**src/wdt_pkg.sv**
```systemverilog
// constants shared by the watchdog and timer-freeze block
// assumes a 25 MHz register clock and a 32-bit apb register bus
package wdt_pkg;

   // time base
   localparam int unsigned CLK_PERIOD_NS = 40;
   localparam int unsigned TICK_TIME_US  = 10240;
   localparam int unsigned TICK_CYCLES   =
      (TICK_TIME_US * 1000 + CLK_PERIOD_NS - 1) / CLK_PERIOD_NS;

   // synchroniser depth for pin inputs
   localparam int unsigned SYNC_STAGES = 3;

   // register indices, byte address is four times the index
   localparam logic [31:0] IDX_COUNTER      = 32'h5000_3100;
   localparam logic [31:0] IDX_CONTROL      = 32'h5000_3102;
   localparam logic [31:0] IDX_FREEZE_SET   = 32'h5000_3300;
   localparam logic [31:0] IDX_FREEZE_CLEAR = 32'h5000_3302;
   localparam logic [31:0] IDX_EVENT_STATUS = 32'h5000_3400;
   localparam logic [31:0] IDX_EVENT_CLEAR  = 32'h5000_3401;
   localparam logic [31:0] IDX_EVENT_ENABLE = 32'h5000_3402;

   // counter layout and values
   localparam int unsigned CNT_W         = 9;
   localparam int unsigned GUARD_HI      = 15;
   localparam int unsigned GUARD_LO      = 9;
   localparam int unsigned VAL_HI        = 7;
   localparam int unsigned SIGN_BIT      = 8;
   localparam logic [8:0]  CNT_RESET     = 9'h0FF;
   localparam logic [8:0]  CNT_RELOAD    = 9'h0FF;
   localparam logic [8:0]  CNT_NMI_AT    = 9'h000;
   localparam logic [8:0]  CNT_RESET_AT  = 9'h1F0;
   localparam logic [8:0]  CNT_STEP      = 9'h001;
   localparam logic [6:0]  GUARD_OPEN    = 7'h00;

   // control layout
   localparam int unsigned CTRL_MODE_BIT = 0;

   // freeze layout
   localparam int unsigned FRZ_W             = 4;
   localparam int unsigned FRZ_WATCHDOG_BIT  = 3;
   localparam int unsigned FRZ_LINK_BIT      = 2;
   localparam int unsigned FRZ_SWTIMER_BIT   = 1;
   localparam int unsigned FRZ_WAKEUP_BIT    = 0;
   localparam logic [3:0]  FRZ_RESET         = 4'h0;

   // event layout
   localparam int unsigned EV_W        = 2;
   localparam int unsigned EV_NMI_BIT  = 0;
   localparam int unsigned EV_RST_BIT  = 1;
   localparam logic [1:0]  EV_RESET    = 2'h0;

endpackage

```
**src/watchdog_with_timer_freeze.sv**
```systemverilog
// watchdog down-counter with guarded reload and timer freeze control
// assumes an apb master on pclk, a debug-halt pin from another domain
// and a software reset pulse from logic on pclk
//
// Operation
// - counter write needs upper seven bits zero
// - accepted write loads low eight bits
// - read live value, decrement each tick
// - nine-bit two's complement counter, sign bit
// - interrupt mode: nmi at zero, keep counting
// - interrupt mode: reset at 0x1F0, reload 0xFF
// - reset mode: reset at zero or below
// - reset mode ignores software watchdog freeze
// - mode bit set-only, cleared by resets
// - debug halt always freezes the counter
// - set bit 3 freezes watchdog if allowed
// - set bit 2 freezes link master clock
// - set bit 1 freezes software timer
// - set bit 0 freezes wake-up timer
// - clear register resumes matching frozen timer
//
// Decided for this implementation: the APB interface to the registers.
`timescale 1ns/1ps

module watchdog_with_timer_freeze #(
   parameter int unsigned TICK_CYCLES = wdt_pkg::TICK_CYCLES
) (
   // clock and reset
   input  wire logic        pclk,
   input  wire logic        presetn,
   // apb slave
   input  wire logic        psel,
   input  wire logic        penable,
   input  wire logic        pwrite,
   input  wire logic [31:0] paddr,
   input  wire logic [31:0] pwdata,
   output logic      [31:0] prdata,
   output logic             pready,
   output logic             pslverr,
   // system
   input  wire logic        debug_halted_pin,
   input  wire logic        software_reset,
   output logic             nmi,
   output logic             watchdog_reset,
   output logic             irq,
   // freeze controls to the other timers
   output logic             freeze_link_master_clock,
   output logic             freeze_software_timer,
   output logic             freeze_wakeup_timer
);

   localparam int unsigned PRE_W = $clog2(TICK_CYCLES + 1);
   localparam logic [PRE_W-1:0] PRE_LAST = PRE_W'(TICK_CYCLES - 1);
   localparam logic [PRE_W-1:0] PRE_ZERO = '0;

   // word decode of the byte address against a register index
   function automatic logic addr_hit(
      input logic [31:0] a,
      input logic [31:0] idx
   );
      addr_hit = (a[31:2] == idx[29:0]);
   endfunction

   logic [wdt_pkg::CNT_W-1:0]  counter_value;
   logic [wdt_pkg::CNT_W-1:0]  next_counter;
   logic                       reset_mode;
   logic [wdt_pkg::FRZ_W-1:0]  freeze;
   logic [wdt_pkg::EV_W-1:0]   event_status;
   logic [wdt_pkg::EV_W-1:0]   event_enable;
   logic                       nmi_seen;
   logic                       rst_seen;
   logic [PRE_W-1:0]           prescale;
   logic [wdt_pkg::SYNC_STAGES-1:0] debug_sync;
   logic                       debug_halted;
   logic                       setup;
   logic                       wr;
   logic                       reload_write_guard;
   logic                       frozen;
   logic                       tick;
   logic                       nmi_event;
   logic                       reset_event;
   logic                       mapped;
   logic [31:0]                read_mux;
   logic                       wr_counter;
   logic                       wr_control;
   logic                       wr_freeze_set;
   logic                       wr_freeze_clear;
   logic                       wr_event_clear;
   logic                       wr_event_enable;
   logic                       counter_load;
   logic                       counter_step;
   logic                       prescale_wrap;
   logic                       counter_at_zero;
   logic                       counter_negative;
   logic                       mode_set_request;

   // bus phases
   assign setup = psel && !penable;
   assign wr    = psel && penable && pwrite;
   assign pready = 1'b1;

   // register write strobes, one per writable register
   assign wr_counter      = wr && addr_hit(paddr, wdt_pkg::IDX_COUNTER);
   assign wr_control      = wr && addr_hit(paddr, wdt_pkg::IDX_CONTROL);
   assign wr_freeze_set   = wr && addr_hit(paddr, wdt_pkg::IDX_FREEZE_SET);
   assign wr_freeze_clear = wr && addr_hit(paddr, wdt_pkg::IDX_FREEZE_CLEAR);
   assign wr_event_clear  = wr && addr_hit(paddr, wdt_pkg::IDX_EVENT_CLEAR);
   assign wr_event_enable = wr && addr_hit(paddr, wdt_pkg::IDX_EVENT_ENABLE);

   // software asks for reset mode
   assign mode_set_request =
      wr_control && pwdata[wdt_pkg::CTRL_MODE_BIT];

   // guard field must be all zero to reload
   assign reload_write_guard =
      (pwdata[wdt_pkg::GUARD_HI:wdt_pkg::GUARD_LO] ==
       wdt_pkg::GUARD_OPEN);

   // debug halt pin synchroniser
   always_ff @(posedge pclk or negedge presetn) begin
      if (!presetn) begin
         debug_sync <= '0;
      end else begin
         debug_sync <= {debug_sync[wdt_pkg::SYNC_STAGES-2:0],
                        debug_halted_pin};
      end
   end

   // debug halt level once the last two stages agree
   always_ff @(posedge pclk or negedge presetn) begin
      if (!presetn) begin
         debug_halted <= 1'b0;
      end else if (debug_sync[1] == debug_sync[2]) begin
         debug_halted <= debug_sync[2];
      end
   end

   // effective watchdog freeze
   assign frozen = debug_halted ||
      (freeze[wdt_pkg::FRZ_WATCHDOG_BIT] && !reset_mode);

   // time base prescaler, held while frozen
   always_ff @(posedge pclk or negedge presetn) begin
      if (!presetn) begin
         prescale <= PRE_ZERO;
      end else if (software_reset) begin
         prescale <= PRE_ZERO;
      end else if (!frozen) begin
         if (prescale_wrap) begin
            prescale <= PRE_ZERO;
         end else begin
            prescale <= prescale + PRE_W'(1);
         end
      end
   end

   assign prescale_wrap = (prescale == PRE_LAST);
   assign tick          = !frozen && prescale_wrap;

   // nine-bit wrap past zero into negatives
   assign next_counter = counter_value - wdt_pkg::CNT_STEP;

   assign counter_at_zero  = (counter_value == wdt_pkg::CNT_NMI_AT);
   assign counter_negative = counter_value[wdt_pkg::SIGN_BIT];

   // nmi only when the tick really lands on zero
   assign nmi_event = counter_step && !reset_mode &&
                      (next_counter == wdt_pkg::CNT_NMI_AT);

   // reset event beats a reload, a reload beats a tick
   assign counter_load = wr_counter && reload_write_guard;
   assign counter_step = tick && !counter_load && !reset_event;

   always_comb begin
      if (reset_mode) begin
         reset_event = counter_at_zero || counter_negative;
      end else begin
         reset_event =
            (counter_value == wdt_pkg::CNT_RESET_AT);
      end
   end

   // counter
   always_ff @(posedge pclk or negedge presetn) begin
      if (!presetn) begin
         counter_value <= wdt_pkg::CNT_RESET;
      end else if (software_reset) begin
         counter_value <= wdt_pkg::CNT_RESET;
      end else if (reset_event) begin
         counter_value <= wdt_pkg::CNT_RELOAD;
      end else if (counter_load) begin
         counter_value <= {1'b0,
                           pwdata[wdt_pkg::VAL_HI:0]};
      end else if (counter_step) begin
         counter_value <= next_counter;
      end
   end

   // response mode, set-only
   always_ff @(posedge pclk or negedge presetn) begin
      if (!presetn) begin
         reset_mode <= 1'b0;
      end else if (software_reset || reset_event) begin
         reset_mode <= 1'b0;
      end else if (mode_set_request) begin
         reset_mode <= 1'b1;
      end
   end

   // freeze state
   always_ff @(posedge pclk or negedge presetn) begin
      if (!presetn) begin
         freeze <= wdt_pkg::FRZ_RESET;
      end else if (software_reset) begin
         freeze <= wdt_pkg::FRZ_RESET;
      end else if (wr_freeze_set) begin
         freeze[wdt_pkg::FRZ_LINK_BIT] <= freeze[wdt_pkg::FRZ_LINK_BIT] |
            pwdata[wdt_pkg::FRZ_LINK_BIT];
         freeze[wdt_pkg::FRZ_SWTIMER_BIT] <=
            freeze[wdt_pkg::FRZ_SWTIMER_BIT] |
            pwdata[wdt_pkg::FRZ_SWTIMER_BIT];
         freeze[wdt_pkg::FRZ_WAKEUP_BIT] <=
            freeze[wdt_pkg::FRZ_WAKEUP_BIT] |
            pwdata[wdt_pkg::FRZ_WAKEUP_BIT];
         freeze[wdt_pkg::FRZ_WATCHDOG_BIT] <=
            freeze[wdt_pkg::FRZ_WATCHDOG_BIT] |
            (pwdata[wdt_pkg::FRZ_WATCHDOG_BIT] &&
             !reset_mode);
      end else if (wr_freeze_clear) begin
         freeze <= freeze &
            ~pwdata[wdt_pkg::FRZ_W-1:0];
      end
   end

   assign freeze_link_master_clock =
      freeze[wdt_pkg::FRZ_LINK_BIT];
   assign freeze_software_timer   = freeze[wdt_pkg::FRZ_SWTIMER_BIT];
   assign freeze_wakeup_timer     = freeze[wdt_pkg::FRZ_WAKEUP_BIT];

   // interrupt pulse to the system
   always_ff @(posedge pclk or negedge presetn) begin
      if (!presetn) begin
         nmi <= 1'b0;
      end else begin
         nmi <= nmi_event;
      end
   end

   // system reset pulse
   always_ff @(posedge pclk or negedge presetn) begin
      if (!presetn) begin
         watchdog_reset <= 1'b0;
      end else begin
         watchdog_reset <= reset_event;
      end
   end

   // sticky interrupt flag, set wins over clear
   always_ff @(posedge pclk or negedge presetn) begin
      if (!presetn) begin
         nmi_seen <= 1'b0;
      end else if (nmi_event) begin
         nmi_seen <= 1'b1;
      end else if (wr_event_clear &&
                   pwdata[wdt_pkg::EV_NMI_BIT]) begin
         nmi_seen <= 1'b0;
      end
   end

   // sticky reset flag, set wins over clear
   always_ff @(posedge pclk or negedge presetn) begin
      if (!presetn) begin
         rst_seen <= 1'b0;
      end else if (reset_event) begin
         rst_seen <= 1'b1;
      end else if (wr_event_clear &&
                   pwdata[wdt_pkg::EV_RST_BIT]) begin
         rst_seen <= 1'b0;
      end
   end

   // status word for reads and the interrupt
   always_comb begin
      event_status = wdt_pkg::EV_RESET;
      event_status[wdt_pkg::EV_NMI_BIT] = nmi_seen;
      event_status[wdt_pkg::EV_RST_BIT] = rst_seen;
   end

   always_ff @(posedge pclk or negedge presetn) begin
      if (!presetn) begin
         event_enable <= wdt_pkg::EV_RESET;
      end else if (wr_event_enable) begin
         event_enable <= pwdata[wdt_pkg::EV_W-1:0];
      end
   end

   assign irq = |(event_status & event_enable);

   // read decode
   always_comb begin
      read_mux = '0;
      mapped   = 1'b1;
      if (addr_hit(paddr, wdt_pkg::IDX_COUNTER)) begin
         read_mux[wdt_pkg::CNT_W-1:0] = counter_value;
      end else if (addr_hit(paddr, wdt_pkg::IDX_CONTROL)) begin
         read_mux[wdt_pkg::CTRL_MODE_BIT] = reset_mode;
      end else if (addr_hit(paddr, wdt_pkg::IDX_FREEZE_SET) ||
                   addr_hit(paddr, wdt_pkg::IDX_FREEZE_CLEAR)) begin
         read_mux[wdt_pkg::FRZ_W-1:0] = freeze;
      end else if (addr_hit(paddr, wdt_pkg::IDX_EVENT_STATUS)) begin
         read_mux[wdt_pkg::EV_W-1:0] = event_status;
      end else if (addr_hit(paddr, wdt_pkg::IDX_EVENT_CLEAR)) begin
         read_mux = '0;
      end else if (addr_hit(paddr, wdt_pkg::IDX_EVENT_ENABLE)) begin
         read_mux[wdt_pkg::EV_W-1:0] = event_enable;
      end else begin
         mapped = 1'b0;
      end
   end

   // read data captured in the setup cycle
   always_ff @(posedge pclk or negedge presetn) begin
      if (!presetn) begin
         prdata <= '0;
      end else if (setup) begin
         prdata <= pwrite ? 32'h0000_0000 : read_mux;
      end
   end

   // error captured in the setup cycle, dropped when idle
   always_ff @(posedge pclk or negedge presetn) begin
      if (!presetn) begin
         pslverr <= 1'b0;
      end else if (setup) begin
         pslverr <= !mapped;
      end else if (!psel) begin
         pslverr <= 1'b0;
      end
   end

endmodule

```
**config.mk**
```make
export PLATFORM = sky130hd
export DESIGN_NAME = watchdog_with_timer_freeze
export DESIGN_NICKNAME = d
export VERILOG_FILES = /design/src/wdt_pkg.sv /design/src/watchdog_with_timer_freeze.sv
export SDC_FILE = /design/constraint.sdc
export NUM_CORES = 1
export LEC_CHECK = 0
export BUFFER_PORTS_ARGS = -buffer_cell sky130_fd_sc_hd__buf_2
export CAP_MARGIN = 20
export CORE_UTILIZATION = 46
export CTS_CLUSTER_SIZE = 40
export DETAILED_ROUTE_END_ITERATION = 16
export GPL_TIMING_DRIVEN = 0
export PLACE_DENSITY = 0.77
export SLEW_MARGIN = 10
export SYNTH_ARGS = -nofsm -noshare
export SYNTH_HDL_FRONTEND = slang
export SYNTH_SLANG_ARGS = --single-unit
```
**constraint.sdc**
```tcl
create_clock -name pclk -period 2.1 [get_ports pclk]
set_input_delay 0.42 -clock pclk [delete_from_list [all_inputs] [get_ports pclk]]
set_output_delay 0.42 -clock pclk [all_outputs]
set_load 0.01 [all_outputs]
```
After elaboration in Yosys (flattened, before gate mapping). Cells that the tools add are included.

Bits of input ports: 71. Bits in latches: 0. RAM bits: 0. Memories kept: 0. ROM bits: 0. Register bits: 75. Output and inout port bits: 40.

Multiplexer cells: 33. Equality and inequality tests: 12. Bitwise gates (word level): 7. Magnitude comparators: 0. Add/subtract/negate cells: 2. Reduce and logical (&&, ||, !) cells: 39. Multipliers: 0. Divide/modulo/power cells: 0. Shifts and indexed selects: 0.

Operators by type and width (count): 30-bit by 29-bit equality test with 1-bit output, second input constant (7); 18-bit two-way mux (3); 9-bit two-way mux (5); 32-bit two-way mux (1); 1-bit logical AND (20); 18-bit by 1-bit adder with 18-bit output, second input constant (1); 18-bit equality test, second input constant (1); 9-bit zero test (2); 1-bit two-way mux (16); 4-bit two-way mux (4); 9-bit equality test, second input constant (1); 9-bit by 1-bit subtractor with 9-bit output, second input constant (1); 7-bit zero test (1); 1-bit zero test (6); 2-bit two-way mux (3); 2-bit nonzero test (3); 4-bit AND (1); 1-bit logical OR (4); 4-bit inverter (1); 1-bit OR (4); 4-bit nonzero test (1); 3-bit two-way mux (1); 3-bit nonzero test (1); 2-bit AND (1); 4 further kinds (4).

Depth between registers and ports, before layout.
Word-level depth: 11. Mapped depth: 7. Depth with buffers taken out: 7.

Worst setup path before layout. No wires, ideal clock.

Path type: reg2reg. From: reg counter_value[0] in the netlist's numbering. To: reg nmi_seen. Required time: 2.005 ns. Stages on the path, launching flop included: 8. Arrival time: 1.870 ns. Slack: 0.134 ns. Path through: dfstp_2 inv_1 ha_1 nor3b_1 and2_0 o21a_1 o32a_1 o31ai_1.

Cells in the longest elaborated chain, start to end: 8.

Ends and longest elaborated chain: from (decl) (RTL line watchdog_with_timer_freeze.sv:64) `logic [wdt_pkg::CNT_W-1:0] counter_value;`; from (signal assigned) (RTL line watchdog_with_timer_freeze.sv:186) `counter_value <= wdt_pkg::CNT_RESET;`; from (signal assigned) (RTL line watchdog_with_timer_freeze.sv:188) `counter_value <= wdt_pkg::CNT_RESET;`; from (signal assigned) (RTL line watchdog_with_timer_freeze.sv:190) `counter_value <= wdt_pkg::CNT_RELOAD;`; parallel branches: the longest is 6 deep, another holds 9-bit by 1-bit subtractor with 9-bit output; 1-bit logical AND * (RTL line watchdog_with_timer_freeze.sv:167) `assign nmi_event = counter_step && !reset_mode &&`; 1-bit two-way mux or 2-bit nonzero test (tied branches); to (signal assigned) (RTL line watchdog_with_timer_freeze.sv:261) `nmi_seen <= 1'b0;`; to (signal assigned) (RTL line watchdog_with_timer_freeze.sv:263) `nmi_seen <= 1'b1;`; to (signal assigned) (RTL line watchdog_with_timer_freeze.sv:266) `nmi_seen <= 1'b0;`; to (decl) (RTL line watchdog_with_timer_freeze.sv:70) `logic nmi_seen;`.

Mark *: on every way between the ends. A chain may end at the register's enable or synchronous reset.

Worst setup path after layout.
From: reg counter_value[1] in the netlist's numbering. To: reg nmi_seen.

The elaborated chain is that of the path after synthesis.

==> results.toml <==
[synthesis]
yosys_warnings = 0
synth_cell_types = 66
syn_inst = 347
yosys.area.top_type = "dfrtp_1"
synth_area_sq_um = 3310
ys_seq_area_frac = 0.396
synth.area.top_cells = "dfrtp_1, dfstp_2, buf_4"
postSynthAreaPerCell_sq_um = 9.53
yosysTopAreaCellShare = 0.333
synthFlopType = "dfrtp_1"
synth_seq_cells = 52
async_reset_ff_frac = 1.00
synth_edf_count = 0

[worst_setup_path]
r2r-start = "counter_value[1]"
crit_required_ns = 2.33
slowest_stage = "dfstp_2"
cpPeakStageDelay_ns = 0.55
startpoint = "counter_value[1]"
cp_max_fo = 5
start_kind = "flop"
cp-end-kind = "flop"
path_class = "flop to flop"
cp_cell_sequence = "inv_1 > ha_2 > nor3b_1 > and2_2 > o21a_1 > o32a_1 > o31ai_1"
worst_ep_arrival_time_ns = 2.26

[timing]
finalWorstSetupSlack_ns = 0.0740
tightest_slew_ns = 0.563
timing.fmax_mhz = 494
period_share = 0.965
maxSlewViolCount = 0
period_minus_slack_ns = 2.03
hold_viol_final = 0
finalSetupViolCount = 0
slew_headroom = 0.625
finClkSkew_ns = 0.00911
whs_ns = 0.0823

[final_layout]
final_core_util = 0.593
synthToLayoutAreaGrowth_pct = 23.2
layout_common_cells = "buf_2, dfrtp_1, buf_4"
n_fill_cell = 597
drive_above_1_share = 0.335
final_common_cell = "buf_2"
insertedDiodeCount = 0
num-nets-final = 524

[clock_network]
root_buffer = "clkbuf_8"
clk_pin_slew_ns = 0.09
worstSkewPairLatency_ns = 0.32
cts.sink_count = 52
cts_max_level = 2
cts_buffer_depth = 2
numCtsBuffers = 5
cts_tree = "done"

[global_route]
antenna_found_initial = 0
use_met3 = 0.0400
grt_start_max_net_pins = 29
grt_overflow_total = 0
grt_pass1_vias = 2909
grt_pass1_wl_microns = 13600
grt_usage = 0.228
use_met1 = 0.300
top_usage_layer = "met2"
met2_usage = 0.380

[flow_run]
max_cap_violations = 0

[floorplanning]
die_h_microns = 86.8
num_rows = 30
die_w_microns = 86.8
core-area_sq_um = 6870
pin_count = 111
start_util = 0.482
dieArea_sq_um = 7540

[routing]
drt-pass1-iter-count = 4
ant_nets = 0
drtIter0Drc = 176
drc = 0
routed_wl_microns = 7930
wire_per_inst_microns = 14.5
viasPerCell = 5.47
vias = 2993

[placed_design]
port_buffers = 65
place.gp.congestion = 0.872
post-place-ws_ns = -0.205
hpwl_microns = 5900

[pwr]
power_mw = 1.87
p_leak_nw = 1.85
p_per_area_nw_per_um2 = 459
worst_ir_drop_vdd_v = 0.000301

[outcome]
status = "finished, final reports clean"

[worst_hold_path]
hp-class = "input port to asynchronous set/reset pin"
## synthesized netlist by cell type, types with 3 or more instances
library cell / count
nand2_1: 26
ha_1: 3
xor2_1: 6
nand3_1: 16
buf_4: 24
xnor2_1: 9
nor3b_1: 4
buf_2: 3
a211oi_1: 3
nor2b_1: 7
inv_1: 9
mux2_2: 3
a22o_1: 9
dfstp_2: 8
nor2_1: 18
and2_1: 4
a22oi_1: 3
dfrtp_1: 44
nor3_1: 21
o21ai_0: 14
nor4_1: 8
a21oi_1: 14
a21o_1: 7
nor4_4: 3
nand4_1: 10
o31ai_1: 4
clkbuf_1: 8
a31oi_1: 5
and4_1: 5
## state kept, by name, indices dropped and copies added (netlist names)
signal and cells:
freeze 4, event_enable 2, nmi 1, prescale 18
debug_sync 3, counter_value 9, watchdog_reset 1, pslverr 1
nmi_seen 1, debug_halted 1, reset_mode 1, rst_seen 1
prdata 9
## through the flow
stage	area (sq um)	instances	TNS, ns
CTS	3980	543	0
global placement	3840	530	-1.11
global route	4080	547	-0.0328
finish	4080	547	0
detailed placement	3860	531	-2.01
floorplan	3390	369	0
## cells by family (layout without fill, tap and decap cells)
group	Yosys count	after routing	share of synthesized area
other	2	24	0.00227
adders and majority gates	4	4	0.0144
AOI/OAI and AO/OA	76	76	0.165
DFF	52	52	0.396
muxes	5	5	0.0163
xor gates and xnor gates	15	15	0.0397
and+or+nand+nor	149	149	0.287
buffers and inverters	44	126	0.0783
## metal layers
layer / part of all wire / up-vias
li1: - / 1445
met1: 0.44 / 1442
met2: 0.48 / 89
met3: 0.061 / 17
met4: 0.017 / 0
met5: 0 / -
## critical path: cells and delay by family (launching register included)
kind / cells / cell delay, ns
and+or+nand+nor: 2 / 0.37
DFF: 1 / 0.55
adders and majority gates: 1 / 0.21
buffers and inverters: 1 / 0.08
AOI/OAI and AO/OA: 3 / 0.73
## worst paths after layout
path / endpoint / slack [ns] / cells after the start
setup / recovery: nmi_seen / 0.07 / 7
max in group asynchronous: counter_value[3] / 1.39 / 2
hold / removal: pslverr / 0.08 / 1
hold reg to reg: debug_sync[1] / 0.36 / 0
setup reg to reg: nmi_seen / 0.07 / 7
min in group pclk: debug_sync[0] / 0.21 / 1
## power by group
group          internal (mW)  leakage, nW  switching [mW]
combinational          0.106         1.13           0.135
sequential              1.02        0.681          0.0209
clock                  0.269       0.0455           0.324
## cell type report
class                           count  area [sq um]  area share
Clock buffer                        8          90.1      0.0221
Tap cell                           96           120      0.0295
Timing Repair Buffer               75           413       0.101
Multi-Input combinational cell    273          1890       0.463
Buffer                             34           221      0.0543
Inverter                            9          33.8     0.00829
Sequential cell                    52          1310       0.322
## timing repair
action | in CTS | in global routing
setup buffers | 4 | 5
hold buffers | 0 | 0
resized for setup | 1 | 13
pin swaps | 1 | 3
setup endpoints to repair | 13 | 22
(Power assumes the default switching activity.)
